`src/logic/crc_ctl_pkg.sv`:
```
// What this block does
// - the engine runs only while engine_on, bit 15 of the control register, is one.
// - clearing engine_on resets engine state, fifo pointers and data words, not other registers.
// - with halt_in_idle set the engine pauses while the host is idle, else it runs on.
// - a read-only five-bit field gives the fifo word count, at most 8 or 16 by data length.
// - fifo_full_flag, bit 7, is one exactly while the fifo holds its maximum words.
// - fifo_empty_flag, bit 6, is one while the fifo is empty and reads one after reset.
// - with irq_source_select one the interrupt is raised when the fifo goes empty.
// - with irq_source_select zero the interrupt is raised when shifting is done.
// - writing one to shifter_start runs the shifter on the fifo, zero stops it.
package crc_ctl_pkg;
  localparam logic [11:0] addr_control   = 12'h000;
  localparam logic [11:0] addr_length    = 12'h004;
  localparam logic [11:0] addr_data_in   = 12'h008;
  localparam logic [11:0] addr_result    = 12'h00c;
  localparam logic [11:0] addr_irq_stat  = 12'h010;
  localparam logic [11:0] addr_irq_en    = 12'h014;
  localparam logic [11:0] addr_irq_clr   = 12'h018;
  localparam int bit_engine_on    = 15;
  localparam int bit_halt_in_idle = 13;
  localparam int count_lsb        = 8;
  localparam int bit_full         = 7;
  localparam int bit_empty        = 6;
  localparam int bit_irq_sel      = 5;
  localparam int bit_start        = 4;
  localparam int bit_lsb_first    = 3;
  localparam logic [15:0] control_write_mask = 16'ha038;
  localparam logic [4:0]  depth_long  = 5'h10;
  localparam logic [4:0]  depth_short = 5'h08;
  localparam logic [4:0]  length_split = 5'h07;
  localparam logic [4:0]  word_bits_max = 5'h1f;
  localparam int irq_bits = 2;
  localparam int irq_empty = 0;
  localparam int irq_done  = 1;
  typedef enum logic [1:0] {
    sh_idle  = 2'b00,
    sh_load  = 2'b01,
    sh_shift = 2'b10
  } shift_state_type;
endpackage

```
`src/logic/crc_word_fifo.sv`:
```
`timescale 1ns/1ps
module crc_word_fifo #(
  parameter int width = 32,
  parameter int depth = 16
) (
  input  wire logic             ref_clk,
  input  wire logic             rst,
  input  wire logic             flush,
  input  wire logic [4:0]       limit,
  input  wire logic             push,
  input  wire logic [width-1:0] push_data,
  input  wire logic             pop,
  output logic      [width-1:0] pop_data,
  output logic      [4:0]       count
);
  logic [width-1:0] mem [depth];
  logic [3:0]       rd_ptr;
  logic [3:0]       wr_ptr;
  logic [3:0]       next_rd_ptr;
  logic [3:0]       next_wr_ptr;
  logic [4:0]       next_count;
  logic             do_push;
  logic             do_pop;

  always_comb begin
    do_push     = push && (count < limit);
    do_pop      = pop && (count != 5'h00);
    next_rd_ptr = do_pop ? rd_ptr + 4'h1 : rd_ptr;
    next_wr_ptr = do_push ? wr_ptr + 4'h1 : wr_ptr;
    next_count  = count + {4'h0, do_push} - {4'h0, do_pop};
    if (flush) begin
      next_rd_ptr = 4'h0;
      next_wr_ptr = 4'h0;
      next_count  = 5'h00;
    end
  end

  always_ff @(posedge ref_clk or posedge rst) begin
    if (rst) begin
      rd_ptr <= 4'h0;
      wr_ptr <= 4'h0;
      count  <= 5'h00;
    end else begin
      rd_ptr <= next_rd_ptr;
      wr_ptr <= next_wr_ptr;
      count  <= next_count;
    end
  end

  always_ff @(posedge ref_clk) begin
    if (do_push && !flush) begin
      mem[wr_ptr] <= push_data;
    end
  end

  assign pop_data = mem[rd_ptr];
endmodule

```
`src/logic/crc_shift_core.sv`:
```
`timescale 1ns/1ps
module crc_shift_core (
  input  wire logic        ref_clk,
  input  wire logic        rst,
  input  wire logic        flush,
  input  wire logic        run,
  input  wire logic [31:0] poly,
  input  wire logic [4:0]  word_bits,
  input  wire logic [31:0] word,
  input  wire logic        lsb_first,
  input  wire logic        bit_step,
  input  wire logic        bit_last,
  output logic      [31:0] result
);
  import crc_ctl_pkg::*;
  logic [31:0] next_result;
  logic        in_bit;
  logic        fb;
  logic [31:0] top_mask;

  always_comb begin
    in_bit      = lsb_first ? word[0] : word[word_bits];
    top_mask    = 32'h1 << word_bits;
    fb          = in_bit ^ ((result & top_mask) != 32'h0);
    next_result = result;
    if (run && bit_step) begin
      next_result = (result << 1) ^ (fb ? poly : 32'h0);
    end
    if (flush) begin
      next_result = 32'h0;
    end
  end

  always_ff @(posedge ref_clk or posedge rst) begin
    if (rst) begin
      result <= 32'h0;
    end else begin
      result <= next_result;
    end
  end
endmodule

```
`src/logic/crc_engine_control.sv`:
```
`timescale 1ns/1ps
module crc_engine_control (
  input  wire logic        ref_clk,
  input  wire logic        rst,
  input  wire logic        host_idle,
  input  wire logic        psel,
  input  wire logic        penable,
  input  wire logic        pwrite,
  input  wire logic [11:0] paddr,
  input  wire logic [31:0] pwdata,
  input  wire logic [3:0]  pstrb,
  output logic      [31:0] prdata,
  output logic             pready,
  output logic             pslverr,
  output logic             irq
);
  import crc_ctl_pkg::*;

  ////////////////////////////////////////////////////////////////////////////
  // registers
  logic [15:0]      control;
  logic [15:0]      next_control;
  logic [4:0]       data_length_setting;
  logic [4:0]       next_length;
  logic [31:0]      poly;
  logic [31:0]      next_poly;
  logic [irq_bits-1:0] irq_status;
  logic [irq_bits-1:0] next_irq_status;
  logic [irq_bits-1:0] irq_enable;
  logic [irq_bits-1:0] next_irq_enable;
  logic [31:0]      next_prdata;
  logic             read_setup;
  logic             next_irq;
  logic             idle_sync_a;
  logic             idle_sync_b;
  logic             empty_prev;
  logic             next_empty_prev;

  logic             access;
  logic             wr;
  logic             engine_on;
  logic             running;
  logic             start;
  logic             shifter_start_clr;
  logic             push;
  logic             pop;
  logic [31:0]      checksum_input_word;
  logic [31:0]      checksum_result_word;
  logic [4:0]       fifo_word_count;
  logic [4:0]       fifo_limit;
  logic             fifo_full_flag;
  logic             fifo_empty_flag;
  logic             flush;
  logic             done_pulse;
  logic [31:0]      crc_fifo_out;

  ////////////////////////////////////////////////////////////////////////////
  // shifter state
  shift_state_type  state;
  shift_state_type  next_state;
  logic [31:0]      word;
  logic [31:0]      next_word;
  logic [4:0]       bit_cnt;
  logic [4:0]       next_bit_cnt;

  ////////////////////////////////////////////////////////////////////////////
  // helpers
  function automatic logic write_hit(input logic        wr_now,
                                     input logic [11:0] addr,
                                     input logic [11:0] target);
    return wr_now && addr == target;
  endfunction

  // byte lane merge for the polynomial word
  function automatic logic [31:0] byte_merge(input logic [31:0] old,
                                             input logic [31:0] data,
                                             input logic [3:0]  strb);
    logic [31:0] r;
    r = old;
    for (int i = 0; i < 4; i++) begin
      if (strb[i]) begin
        r[i*8 +: 8] = data[i*8 +: 8];
      end
    end
    return r;
  endfunction

  assign access    = psel && penable;
  assign wr        = access && pwrite;
  assign pready    = 1'b1;
  assign engine_on = control[bit_engine_on];
  assign flush     = !engine_on;
  assign running   = engine_on &&
                     !(control[bit_halt_in_idle] && idle_sync_b);
  assign start     = control[bit_start];
  // data words are dropped while off or at the limit
  assign push      = write_hit(wr, paddr, addr_data_in) && engine_on;
  assign checksum_input_word = pwdata;

  // depth limit chosen by data length
  assign fifo_limit = (data_length_setting > length_split) ?
                      depth_short : depth_long;
  assign fifo_full_flag  = fifo_word_count == fifo_limit;
  assign fifo_empty_flag = fifo_word_count == 5'h00;

  ////////////////////////////////////////////////////////////////////////////
  // host idle synchroniser
  always_ff @(posedge ref_clk or posedge rst) begin
    if (rst) begin
      idle_sync_a <= 1'b0;
      idle_sync_b <= 1'b0;
    end else begin
      idle_sync_a <= host_idle;
      idle_sync_b <= idle_sync_a;
    end
  end

  ////////////////////////////////////////////////////////////////////////////
  // serial shifter sequence
  always_comb begin
    next_state   = state;
    next_word    = word;
    next_bit_cnt = bit_cnt;
    pop          = 1'b0;
    done_pulse   = 1'b0;
    shifter_start_clr = 1'b0;
    case (state)
      sh_idle: begin
        if (running && start && !fifo_empty_flag) begin
          next_state = sh_load;
        end
      end
      sh_load: begin
        if (!start) begin
          next_state = sh_idle;
        end else if (running) begin
          next_word    = crc_fifo_out;
          next_bit_cnt = data_length_setting;
          pop          = 1'b1;
          next_state   = sh_shift;
        end
      end
      sh_shift: begin
        if (!start) begin
          next_state = sh_idle;
        end else if (running) begin
          next_word = control[bit_lsb_first] ? word >> 1 :
                      word << 1;
          next_bit_cnt = bit_cnt - 5'h01;
          if (bit_cnt == 5'h00) begin
            if (fifo_empty_flag) begin
              next_state        = sh_idle;
              done_pulse        = 1'b1;
              shifter_start_clr = 1'b1;
            end else begin
              next_state = sh_load;
            end
          end
        end
      end
      default: next_state = sh_idle;
    endcase
    if (flush) begin
      next_state   = sh_idle;
      next_word    = 32'h0;
      next_bit_cnt = 5'h00;
    end
  end

  always_ff @(posedge ref_clk or posedge rst) begin
    if (rst) begin
      state   <= sh_idle;
      word    <= 32'h0;
      bit_cnt <= 5'h00;
    end else begin
      state   <= next_state;
      word    <= next_word;
      bit_cnt <= next_bit_cnt;
    end
  end

  ////////////////////////////////////////////////////////////////////////////
  // word fifo and serial core
  // pointers, count and result clear while engine_on is low
  crc_word_fifo #(
    .width (32),
    .depth (16)
  ) i_crc_word_fifo (
    .ref_clk   (ref_clk),
    .rst       (rst),
    .flush     (flush),
    .limit     (fifo_limit),
    .push      (push),
    .push_data (checksum_input_word),
    .pop       (pop),
    .pop_data  (crc_fifo_out),
    .count     (fifo_word_count)
  );

  crc_shift_core i_crc_shift_core (
    .ref_clk   (ref_clk),
    .rst       (rst),
    .flush     (flush),
    .run       (running),
    .poly      (poly),
    .word_bits (data_length_setting),
    .word      (word),
    .lsb_first (control[bit_lsb_first]),
    .bit_step  (state == sh_shift && start),
    .bit_last  (bit_cnt == 5'h00),
    .result    (checksum_result_word)
  );

  ////////////////////////////////////////////////////////////////////////////
  // register writes and interrupt status
  always_comb begin
    next_control    = control;
    next_length     = data_length_setting;
    next_poly       = poly;
    next_irq_enable = irq_enable;
    next_irq_status = irq_status;
    next_empty_prev = fifo_empty_flag;
    if (write_hit(wr, paddr, addr_control)) begin
      next_control = pwdata[15:0] & control_write_mask;
    end else if (shifter_start_clr) begin
      // a software write in the same cycle wins over the self-clear
      next_control[bit_start] = 1'b0;
    end
    if (write_hit(wr, paddr, addr_length)) begin
      next_length = pwdata[4:0];
      next_poly   = byte_merge(poly, pwdata, pstrb) & 32'hffff_ffe0 |
                    32'h0;
    end
    if (write_hit(wr, paddr, addr_irq_en)) begin
      next_irq_enable = pwdata[irq_bits-1:0];
    end
    if (write_hit(wr, paddr, addr_irq_clr)) begin
      next_irq_status = irq_status & ~pwdata[irq_bits-1:0];
    end
    // set wins over clear
    if (control[bit_irq_sel] && fifo_empty_flag && !empty_prev &&
        engine_on) begin
      next_irq_status[irq_empty] = 1'b1;
    end
    if (!control[bit_irq_sel] && done_pulse) begin
      next_irq_status[irq_done] = 1'b1;
    end
    next_irq = |(next_irq_status & next_irq_enable);
  end

  always_ff @(posedge ref_clk or posedge rst) begin
    if (rst) begin
      control             <= 16'h0000;
      data_length_setting <= 5'h00;
      poly                <= 32'h0;
      irq_enable          <= '0;
      irq_status          <= '0;
      empty_prev          <= 1'b1;
      irq                 <= 1'b0;
    end else begin
      control             <= next_control;
      data_length_setting <= next_length;
      poly                <= next_poly;
      irq_enable          <= next_irq_enable;
      irq_status          <= next_irq_status;
      empty_prev          <= next_empty_prev;
      irq                 <= next_irq;
    end
  end

  ////////////////////////////////////////////////////////////////////////////
  // read data, captured in the setup cycle so it stands through access
  always_comb begin
    read_setup  = psel && !penable;
    next_prdata = 32'h0;
    pslverr     = 1'b0;
    case (paddr)
      addr_control: begin
        next_prdata[15:0] = control & control_write_mask;
        next_prdata[count_lsb +: 5] = fifo_word_count;
        next_prdata[bit_full]  = fifo_full_flag;
        next_prdata[bit_empty] = fifo_empty_flag;
      end
      addr_length:   next_prdata = poly | {27'h0, data_length_setting};
      addr_data_in:  next_prdata = 32'h0;
      addr_result:   next_prdata = checksum_result_word;
      addr_irq_stat: next_prdata[irq_bits-1:0] = irq_status;
      addr_irq_en:   next_prdata[irq_bits-1:0] = irq_enable;
      addr_irq_clr:  next_prdata = 32'h0;
      default:       pslverr = access;
    endcase
    if (!read_setup) begin
      // hold the word captured in setup
      next_prdata = prdata;
    end
  end

  always_ff @(posedge ref_clk or posedge rst) begin
    if (rst) begin
      prdata <= 32'h0;
    end else begin
      prdata <= next_prdata;
    end
  end
endmodule

```
`config.mk`:
```
export PLATFORM = sky130hd
export DESIGN_NAME = crc_engine_control
export DESIGN_NICKNAME = d
export VERILOG_FILES = /design/src/logic/crc_ctl_pkg.sv /design/src/logic/crc_word_fifo.sv /design/src/logic/crc_shift_core.sv /design/src/logic/crc_engine_control.sv
export SDC_FILE = /design/constraint.sdc
export NUM_CORES = 1
export LEC_CHECK = 0
export BUFFER_PORTS_ARGS = -buffer_cell sky130_fd_sc_hd__buf_2
export CAP_MARGIN = 20
export CORE_ASPECT_RATIO = 1.2
export CORE_MARGIN = 2
export CORE_UTILIZATION = 60
export CTS_CLUSTER_DIAMETER = 40
export DETAILED_ROUTE_END_ITERATION = 8
export PLACE_DENSITY = 0.77
export RECOVER_POWER = 25
export SYNTH_ARGS = -nofsm -noshare
export SYNTH_HDL_FRONTEND = slang
export SYNTH_SLANG_ARGS = --single-unit
```
`constraint.sdc`:
```
create_clock -name ref_clk -period 7.3 [get_ports ref_clk]
set_input_delay 1.46 -clock ref_clk [delete_from_list [all_inputs] [get_ports ref_clk]]
set_output_delay 1.46 -clock ref_clk [all_outputs]
set_load 0.01 [all_outputs]
```
==> impl_results.md, run 1 <==
- Core area: 0.04573 mm²
- Pleak: 10.50 nW
- Maximum vdd drop: around 0.2 mV
- Core Util, Final: 0.6824
- F_max: 239.7 MHz
- Mapped Cells: 1584
- Synth Area in Compound Gates: 0.04487
- IO Port Bufs: 87
- Initial antenna violation count: 5
- Worst hold margin: 362.3 ps
- Final hold violations: 0
- Simple logic cell fraction of the synthesized area: 0.05035
- Number of diodes: 0
- R2r worst-path depth: 15
- Post-synth EDFFs: 512
- Number of global-route vias before repair: 15500
- Violated checks: capacitance limit, slew limit
- FF+latch count, synth: 668
- Largest family of logic cells by synthesized area: multiplexers
- Post CTS Setup Buffer Count: 0
- Min-delay worst type: reg2reg
- Rel. slew slack: -0.1206
- Final worst path period need: 4171 ps
- Post-Synthesis Cell Area: 0.02761 mm²
- Die width: 199.8 µm
- Post-synth top flop: edfxtp_1
- Pre-CTS setup slack: around 2600 ps
- Worst flop-to-flop path endpoint: i_crc_word_fifo.count[4]$_DFF_PP0_
- RSZ-0062 raised after global routing: false
- WL/cell: 26.94 µm
- Switching pwr: 1.614 mW
- Syn_nets: 1654
- Total CTS buffers: between 70 and 80
- Crit-path max FO: 32
- Sink Count: 668
- # hold bufs at CTS: 0
- DIE AREA: 0.04775 mm²
- Ranking of synthesized cells by area: edfxtp_1 (56%), dfrtp_1 (14%), mux4_2 (13%)
- Bufs on Longest Clock Path: 3
- Clock Skew: roughly 26 ps
- Placed Area: between 0.02 and 0.03 mm²
- Combinational share of power: 0.012
- Root Driver: clkbuf_16
- CP required: 7520 ps
- Setup crit end: i_crc_word_fifo.mem[12][22]$_DFFE_PP_
- Cell Rows: 86
- Sequential element share of the synthesized area: 0.6983
- Max-cap viol count: 1
- Vias per inst: between 6 and 7
- Nets: about 1700
- Routability Congestion: 0.9114
- Sw frac: 0.2037
- Top-area cell type share of the netlist area: 0.5569
- CP startpoint: paddr[9]
- Final Cell Area: 0.03121 mm²
- Netlist cell types: 62
- Total track usage: 0.2772
- FF-to-FF Start: i_crc_word_fifo.count[3]$_DFF_PP0_
- Post-DRT Antenna Nets: 0
- Sequential share of power: 0.518
- Placed Instances: 2213
- Crit. End Element: flip-flop
- Xor and xnor area share after synthesis: 0.01178
- Pin count of the biggest net entering global routing: 118
- Later-pin clock latency in the skew report: 610 ps
- CTS clk-pin slew, worst paths: 60 ps
- Die Height: about 240 µm
- Fraction of synthesized area in multiplexers: 0.1666
- Initial drt markers: 1548
- Drt drc: 0
- Status: complete, but fails checks
- Final WS setup: around 3100 ps
- Arr. time, crit path: around 4400 ps
- Layout area overhead: 13.04%
- First-pass GRT wire length: 96210 µm
- Final Cycle Share: 0.5714
- Remaining Overflow, GRT: 0
- Async set-reset flop share out of synthesis: 0.2335
- Post-CTS sizing: 0
- R2R setup slack: 3560 ps
- Layout Cells excl Fill: 2353
- CTS HTree Levels: 3
- Setup TNS: 0 ps
- Layout cells sized above 1: 0.2706
- Syn_area_per_cell: approximately 17 µm²
- Power Internal: 6.307 mW
- Starting Density: 0.6037
- Final setup vio count: 0
- Via count: 15290
- Power, Total: 7.921 mW
- Adder-Cell Fraction of Synth Area: 0.007523
- Iteration count of the initial detailed-routing pass: 5
- PwrDens: 253.8 mW/mm²
- Pins over their slew limit: 37
- Syn. warnings: 0
- Crit start category: primary input
- CTS tree: built
- Synth area leader: edfxtp_1
- Worst-Margin Slew: 1672 ps
- Critical path class: in2reg
- WL final: 63380 µm
- Clk pwr share: 0.471
- HPWL Detailed: approximately 37000 µm
- Number of I/O pins: 89
-- synth_stat cells, types with 3 or more instances --
cell,number
a222oi_1,9
o21ai_0,88
buf_1,8
o31ai_1,3
edfxtp_1,512
a22oi_1,25
clkbuf_8,4
or3_1,6
nor4b_1,3
nand3_1,70
xnor2_1,6
clkbuf_1,71
a21oi_1,43
and3_1,3
nor2b_1,6
inv_1,24
nor3_1,10
mux2i_1,37
mux2_2,38
nand4_1,6
buf_2,12
xor2_1,28
dfrtp_1,155
nand2_1,78
o21ai_1,19
and2_1,13
mux4_2,163
mux4_1,4
nand2_2,19
nand2b_1,5
nor4_1,7
ha_1,15
nor2_1,57
-- metal layers --
layer | GRT usage | part of all wire | vias up | routed length, µm
met3 | 0.04628 | 0.086 | 127 | 5477
met2 | 0.4583 | 0.51 | 846 | 32510
met5 | 0 | 0 | - | 0
li1 | - | - | 6463 | -
met4 | 0.1077 | 0.032 | 0 | 2002
met1 | 0.3727 | 0.37 | 7852 | 23390
-- power by group through the flow --
| stage | Clock [mW] | Combinational (mW) | Sequential (mW) |
|---|---|---|---|
| after floorplan | 0 | 0.0226 | 4.18 |
| after global placement | 0 | 0.0886 | 4.18 |
| after detailed placement | 0 | 0.0937 | 4.18 |
| after CTS | 3.77 | 0.0945 | 4.10 |
| after global routing | 3.93 | 0.105 | 4.10 |
| final | 3.73 | 0.0938 | 4.10 |
-- sequential cells by signal, indices dropped and copies added (netlist names), 4 cells and up --
signal,cells
bit_cnt,5
control,5
data_length_setting,5
i_crc_shift_core.result,27
i_crc_word_fifo.count,5
i_crc_word_fifo.mem,512
i_crc_word_fifo.rd_ptr,4
i_crc_word_fifo.wr_ptr,4
poly,27
prdata,32
word,32
-- worst max-delay path: stages --
cell and delay (ps):
buf_2 100, nor4_1 250, nand2_1 120, nor2_1 160, nand2_1 110, nor2_1 210
nand3_1 420, inv_1 410, and3_1 280, and2_2 850
-- how the worst min path moves through the flow --
stage / start / end / slack, ps / depth (start not counted)
finish: idle_sync_a$_DFF_PP0_ / idle_sync_b$_DFF_PP0_ / 360 / 0
detailed placement: idle_sync_a$_DFF_PP0_ / idle_sync_b$_DFF_PP0_ / 340 / 0
global route: idle_sync_a$_DFF_PP0_ / idle_sync_b$_DFF_PP0_ / 370 / 0
CTS: idle_sync_a$_DFF_PP0_ / idle_sync_b$_DFF_PP0_ / 360 / 0
floorplan: idle_sync_a$_DFF_PP0_ / idle_sync_b$_DFF_PP0_ / 330 / 0
global placement: idle_sync_a$_DFF_PP0_ / idle_sync_b$_DFF_PP0_ / 350 / 0
-- kinds of logic after synthesis --
family	after synthesis
flops	668
simple gates	289
mux	244
compound gates	207
buf+inv	124
xor+xnor	35
fa+ha+maj	16
other cells	1
-- final cells by class --
class | count | area [µm²]
tap | 616 | 770.7
sequential | 668 | 19290
multi-input combinational | 792 | 7874
inverter | 24 | 91.34
timing repair buffer | 118 | 709.4
clock inverter | 48 | 516.7
clock buffer | 87 | 1953
fill | 2904 | 14520
-- cells in the final DEF, fill, tap and decap left out, drive strengths merged, types with 3 or more instances in the layout --
master | synthesis | final
a21oi | 43 | 43
a222oi | 9 | 9
a22oi | 25 | 25
and2 | 13 | 13
and3 | 3 | 3
buf | 25 | 96
bufinv | 0 | 7
clkbuf | 75 | 109
clkinv | 0 | 23
clkinvlp | 0 | 9
dfrtp | 155 | 155
edfxtp | 512 | 512
ha | 15 | 15
inv | 24 | 33
mux2 | 40 | 40
mux2i | 37 | 37
mux4 | 167 | 167
nand2 | 97 | 97
nand2b | 5 | 5
nand3 | 70 | 70
nand4 | 6 | 6
nor2 | 57 | 57
nor2b | 7 | 7
nor3 | 10 | 10
nor4 | 7 | 7
nor4b | 3 | 3
o21ai | 107 | 107
o31ai | 4 | 4
or3 | 6 | 6
xnor2 | 7 | 7
xor2 | 28 | 28
(Power assumes the default switching activity.)
==> run 2: changes to the inputs <==
--- a/config.mk
+++ b/config.mk
@@ -9,10 +9,10 @@
 export CAP_MARGIN = 20
 export CORE_ASPECT_RATIO = 1.2
 export CORE_MARGIN = 2
-export CORE_UTILIZATION = 60
+export CORE_UTILIZATION = 56
 export CTS_CLUSTER_DIAMETER = 40
 export DETAILED_ROUTE_END_ITERATION = 8
-export PLACE_DENSITY = 0.77
+export PLACE_DENSITY = 0.76
 export RECOVER_POWER = 25
 export SYNTH_ARGS = -nofsm -noshare
 export SYNTH_HDL_FRONTEND = slang
==> constraint.sdc (replaced) <==
create_clock -name ref_clk -period 3.4 [get_ports ref_clk]
set_input_delay 0.68 -clock ref_clk [delete_from_list [all_inputs] [get_ports ref_clk]]
set_output_delay 0.68 -clock ref_clk [all_outputs]
set_load 0.01 [all_outputs]
==> run 2 against run 1 <==
Net effect:
- the flow now finishes without violations
- sequential power grew 110%
- critical endpoint is now i_crc_word_fifo.count[4]$_DFF_PP0_
- clock-buffer cell count shrank 12
- register-to-register slack lost 3200 ps
- sequential share of layout area is essentially flat
==> impl_results.md, run 2 (synthesized netlist as in run 1, its figures left out) <==
- CP required: 3890 ps
- R2r worst-path depth: 15
- Layout cells sized above 1: 0.2736
- Post-DRT Antenna Nets: 0
- Status: complete, no violations
- Commonest non-fill, non-tap cell in the layout: edfxtp_1
- DIE AREA: 0.05110 mm²
- Final WS setup: 316.1 ps
- Final setup vio count: 0
- FF-to-FF Start: i_crc_word_fifo.count[2]$_DFF_PP0_
- CTS tree: built
- Pin count of the biggest net entering global routing: 82
- Pins over their slew limit: 0
- Initial drt markers: between 1500 and 2000
- Worst flop-to-flop path endpoint: i_crc_word_fifo.count[4]$_DFF_PP0_
- Crit start category: flip-flop
- Sink Count: 668
- IO Port Bufs: 87
- RSZ-0062 raised after global routing: false
- PwrDens: slightly above 500 mW/mm²
- F_max: 324.3 MHz
- Highest-count cells in the layout ignoring fill and taps: edfxtp_1 (512), mux4_2 (163), dfrtp_1 (149), o21ai_0 (88), nand2_1 (78)
- Number of diodes: 0
- Final Cycle Share: 0.9070
- Total track usage: 0.2538
- Area occupied by multi-input gates: 0.007914 mm²
- Number of flip-flops under the largest register name: 512
- CTS HTree Levels: 2
- Pleak: 10.50 nW
- Vias per inst: between 6 and 7
- Iteration count of the initial detailed-routing pass: 6
- Final hold violations: 0
- Setup crit end: i_crc_word_fifo.count[4]$_DFF_PP0_
- WL final: 63180 µm
- Top reg by flops: i_crc_word_fifo.mem
- # hold bufs at CTS: 0
- Setup TNS: 0 ps
- CTS clk-pin slew, worst paths: 60 ps
- Post-CTS sizing: 0
- Hold path cells: 1
- Power, Total: around 16 mW
- Pre-CTS setup slack: 44.11 ps
- Starting Density: 0.5647
- Via count: 15130
- CP startpoint: i_crc_word_fifo.count[2]$_DFF_PP0_
- WL/cell: 26.46 µm
- Layout area overhead: 13.07%
- Number of fill cells: 3282
- Routability Congestion: 0.8672
- Rel. slew slack: 0.3341
- Final Cell Area: ~0.031 mm²
- Critical path class: reg2reg
- Total CTS buffers: 61
- First-pass GRT wire length: 96170 µm
- Drt drc: 0
- Root Driver: clkbuf_16
- Bufs on Longest Clock Path: 3
- Initial antenna violation count: 2
- Remaining Overflow, GRT: 0
- HPWL Detailed: 40670 µm
- Crit-path max FO: 5
- Arr. time, crit path: 3570 ps
- Clock Skew: 27.28 ps
- Reg area: 0.01929 mm²
- Min-delay worst type: in2reg
- Layout Cells excl Fill: 2388
- Post CTS Setup Buffer Count: 0
- Placed Area: 0.02925 mm²
- Core area: ~0.049 mm²
- Worst-Margin Slew: 998.8 ps
- Largest registers: i_crc_word_fifo.mem: 512 flops, prdata: 32 flops, word: 32 flops
- Crit. End Element: flip-flop
- Die Height: 247.2 µm
- Maximum vdd drop: 0.4112 mV
- R2R setup slack: 320 ps
- Number of global-route vias before repair: 15540
- Cell Rows: 89
- Number of I/O pins: 89
- Max-cap viol count: 0
- Die width: 206.7 µm
- Placed Instances: 2274
- Nets: 1770
- Final worst path period need: about 3100 ps
- Later-pin clock latency in the skew report: 620 ps
[run 2: changes by cell type in the layout (fill, tap and decap cells not counted), moves of 3 or more]
cell / delta
nor4_2: -4
clkinvlp_4: -6
nor4_4: +4
clkinv_4: -3
buf_4: +22
inv_6: -3
clkinv_1: +6
buf_12: +16
clkbuf_16: -14
[run 2: routing by layer]
layer | vias to the layer above | part of all wire | GRT usage | routed length [µm]
met5 | - | 0 | 0 | 0
met4 | 0 | 0.022 | 0.06863 | 1366
met3 | 96 | 0.081 | 0.03453 | 5106
met2 | 713 | 0.50 | 0.4145 | 31600
met1 | 7836 | 0.40 | 0.3644 | 25110
li1 | 6486 | - | - | -
[run 2: layout make-up]
| class | count | area share |
|---|---|---|
| clock inverter | 39 | 0.01186 |
| clock buffer | 75 | 0.05191 |
| tap | 637 | 0.02553 |
| inverter | 24 | 0.002926 |
| multi-input combinational | 792 | 0.2535 |
| sequential | 668 | 0.6180 |
| timing repair buffer | 153 | 0.03620 |
[run 2: worst max-delay path, stage by stage, from the launching register on]
cell	delay, ps
dfrtp_1	420
inv_1	110
ha_1	140
nor4b_1	350
inv_1	130
and4_1	300
ha_1	300
inv_1	40
ha_1	180
inv_1	70
fa_1	210
inv_1	50
a21oi_1	120
nor2_1	60
or3_1	330
and3_1	190
[run 2: worst min path at each step]
stage                          start                     end
2_1_floorplan  idle_sync_a$_DFF_PP0_   idle_sync_b$_DFF_PP0_
3_3_place_gp   idle_sync_a$_DFF_PP0_   idle_sync_b$_DFF_PP0_
3_5_place_dp   idle_sync_a$_DFF_PP0_   idle_sync_b$_DFF_PP0_
4_1_cts                          rst  prdata[25]$_DFFE_PP0P_
5_1_grt                    host_idle   idle_sync_a$_DFF_PP0_
6_report                   host_idle   idle_sync_a$_DFF_PP0_
[run 2: power by group]
part | total [mW] | switching, mW | internal (mW)
Sequential | 8.80 | 0.00120 | 8.80
Clock | 6.79 | 3.00 | 3.79
Combinational | 0.215 | 0.185 | 0.0294
Total | 15.8 | 3.19 | 12.6
[run 2: per-stage QoR]
step                      utilization  hold slack (ps)
after global routing           0.6385            169.9
after detailed placement       0.5984            341.1
after global placement         0.5984            338.5
after CTS                      0.6391            98.67
final                          0.6385            198.0
after floorplan                     -            331.2
==> run 3: changes to the inputs <==
--- a/config.mk
+++ b/config.mk
@@ -7,12 +7,14 @@
 export LEC_CHECK = 0
 export BUFFER_PORTS_ARGS = -buffer_cell sky130_fd_sc_hd__buf_2
 export CAP_MARGIN = 20
-export CORE_ASPECT_RATIO = 1.2
+export CELL_PAD_IN_SITES_DETAIL_PLACEMENT = 0
+export CELL_PAD_IN_SITES_GLOBAL_PLACEMENT = 2
+export CORE_ASPECT_RATIO = 0.8
 export CORE_MARGIN = 2
-export CORE_UTILIZATION = 56
+export CORE_UTILIZATION = 43
 export CTS_CLUSTER_DIAMETER = 40
 export DETAILED_ROUTE_END_ITERATION = 8
-export PLACE_DENSITY = 0.76
+export PLACE_DENSITY_LB_ADDON = 0.1
 export RECOVER_POWER = 25
 export SYNTH_ARGS = -nofsm -noshare
 export SYNTH_HDL_FRONTEND = slang
==> run 3 against run 2 <==
Net effect:
- die area increased by 30%
- via count decreased by 0.46%
- global-route usage decreased by 3.7 points
- hold slack got worse by 22 ps
- clock power increased by 38%
- setup slack improved by 47 ps
- register-to-register slack improved by 50 ps
- sequential power about the same
- clock skew increased by 7.7 ps
- fmax increased by 1.5%
- clock-buffer cell count increased by 27
- routed wire length increased by 11%
==> impl_results.md, run 3 (synthesized netlist as in run 1, its figures left out) <==
- CTS HTree Levels: 3
- Iteration count of the initial detailed-routing pass: 7
- Final hold violations: 0
- RSZ-0062 raised after global routing: false
- Sink Count: approximately 670
- CTS tree: built
- Layout cells sized above 1: 0.3008
- Die Height: between 200 and 250 µm
- Crit start category: flip-flop
- R2r worst-path depth: 15
- Reg area: roughly 0.019 mm²
- Starting Density: 0.4323
- Initial antenna violation count: 10
- R2R setup slack: 360 ps
- Top reg by flops: i_crc_word_fifo.mem
- First-pass GRT wire length: 104100 µm
- Final WS setup: about 360 ps
- Cell Rows: 83
- Layout Cells excl Fill: 2665
- Vias per inst: about 5.7
- Total CTS buffers: 95
- Crit-path max FO: 3
- DIE AREA: 0.06626 mm²
- F_max: 329.3 MHz
- Post CTS Setup Buffer Count: 0
- Layout area overhead: 18.57%
- Number of diodes: 0
- Bufs on Longest Clock Path: 3
- PwrDens: between 500 and 600 mW/mm²
- Placed Instances: approximately 2500
- Max-cap viol count: 0
- Number of I/O pins: 89
- FF-to-FF Start: i_crc_word_fifo.count[3]$_DFF_PP0_
- Nets: 1811
- Total track usage: 0.2167
- Pre-CTS setup slack: 119.8 ps
- Maximum vdd drop: 0.4326 mV
- Hold path cells: 1
- Min-delay src: host_idle
- Remaining Overflow, GRT: 0
- Sink of the worst hold path: idle_sync_a$_DFF_PP0_
- Final worst path period need: ~3000 ps
- Root Driver: clkbuf_16
- Worst flop-to-flop path endpoint: i_crc_word_fifo.count[4]$_DFF_PP0_
- Worst hold margin: 175.7 ps
- Number of flip-flops under the largest register name: 512
- Later-pin clock latency in the skew report: 640 ps
- Via count: 15060
- Arr. time, crit path: between 3000 and 4000 ps
- WL final: 69930 µm
- Rel. slew slack: 0.2583
- Highest-count cells in the layout ignoring fill and taps: edfxtp_1 (512), mux4_2 (163), dfrtp_1 (149), clkbuf_16 (95), o21ai_0 (88)
- Critical path class: reg2reg
- IO Port Bufs: a little under 90
- CP required: 3890 ps
- Core area: 0.06387 mm²
- Routability Congestion: 0.7757
- Power, Total: 18.43 mW
- Status: complete, no violations
- Drt drc: 0
- Pins over their slew limit: 0
- Initial drt markers: 1445
- Post-CTS sizing: 0
- Worst-Margin Slew: 1113 ps
- HPWL Detailed: 44930 µm
- # hold bufs at CTS: 0
- Pin count of the biggest net entering global routing: 82
- Pleak: between 10 and 15 nW
- Clock Skew: 34.94 ps
- Largest registers: i_crc_word_fifo.mem: 512 flops, prdata: 32 flops, word: 32 flops
- Crit. End Element: flip-flop
- CTS clk-pin slew, worst paths: roughly 50 ps
- Commonest non-fill, non-tap cell in the layout: edfxtp_1
- Number of global-route vias before repair: 15440
- Number of fill cells: slightly above 5000
- Min-delay worst type: in2reg
- Final setup vio count: 0
- Final Cycle Share: 0.8932
- Setup TNS: 0 ps
- WL/cell: 26.24 µm
- Area occupied by multi-input gates: between 0.007 and 0.008 mm²
- Die width: roughly 290 µm
- Post-DRT Antenna Nets: 0
==> run 3: cell count changes in the layout (fill, tap and decap cells not counted), moves of 2 or more <==
cell        previous run  this run
clkinvlp_4             2        11
clkinv_1              14        12
inv_6                  6        10
buf_2                 66        63
inv_8                  1         3
clkbuf_8               2         0
clkinv_4               3         8
bufinv_16              5         7
clkbuf_16             62        95
clkinv_2               6        17
buf_4                 48        43
buf_12                18        30
==> run 3: cell type report <==
cell class,count,area share
multi-input cells,792,0.2418
well taps,850,0.03249
inverters,24,0.002867
flip-flops and latches,668,0.5893
clock buffers,102,0.07342
repair buffers,160,0.04059
clock inverters,69,0.01953
==> run 3: worst max-delay path by stage <==
stage,startpoint,cells after the start,slack [ps],endpoint
floorplan,paddr[1],8,-1290,i_crc_word_fifo.mem[5][0]$_DFFE_PP_
global placement,paddr[1],11,170,i_crc_word_fifo.mem[8][19]$_DFFE_PP_
detailed placement,paddr[1],11,120,i_crc_word_fifo.mem[4][22]$_DFFE_PP_
CTS,i_crc_word_fifo.count[3]$_DFF_PP0_,15,360,i_crc_word_fifo.count[4]$_DFF_PP0_
global route,i_crc_word_fifo.count[3]$_DFF_PP0_,15,110,i_crc_word_fifo.count[4]$_DFF_PP0_
finish,i_crc_word_fifo.count[3]$_DFF_PP0_,15,360,i_crc_word_fifo.count[4]$_DFF_PP0_
==> run 3: stage by stage <==
step / area, µm² / util
6_report: 32740 / 0.5125
3_3_place_gp: 29720 / 0.4654
5_1_grt: 32740 / 0.5125
4_1_cts: 32770 / 0.5130
3_5_place_dp: 29720 / 0.4654
2_1_floorplan: 27640 / -
==> run 3: critical path, cell delays in order, from the launching register on <==
cell and delay (ps):
dfrtp_1 400, inv_1 110, ha_1 150, nor4b_1 330, inv_1 150, and4_1 240
ha_1 270, inv_1 40, ha_1 180, inv_1 80, fa_1 220, inv_1 50
a21oi_1 130, nor2_1 60, or3_1 330, and3_1 180
==> run 3: layer usage <==
metal,up-vias,wire length (µm),share of wire,global-route usage
li1,6620,-,-,-
met1,7848,32880,0.47,0.3332
met2,487,30550,0.44,0.3145
met3,106,4942,0.071,0.04466
met4,0,1563,0.022,0.05680
met5,-,0,0,0
==> run 3: report_power, final <==
| group | internal (mW) | switching, mW |
|---|---|---|
| clock network | 5.69 | 3.70 |
| registers | 8.81 | 0.00108 |
| logic | 0.0324 | 0.202 |
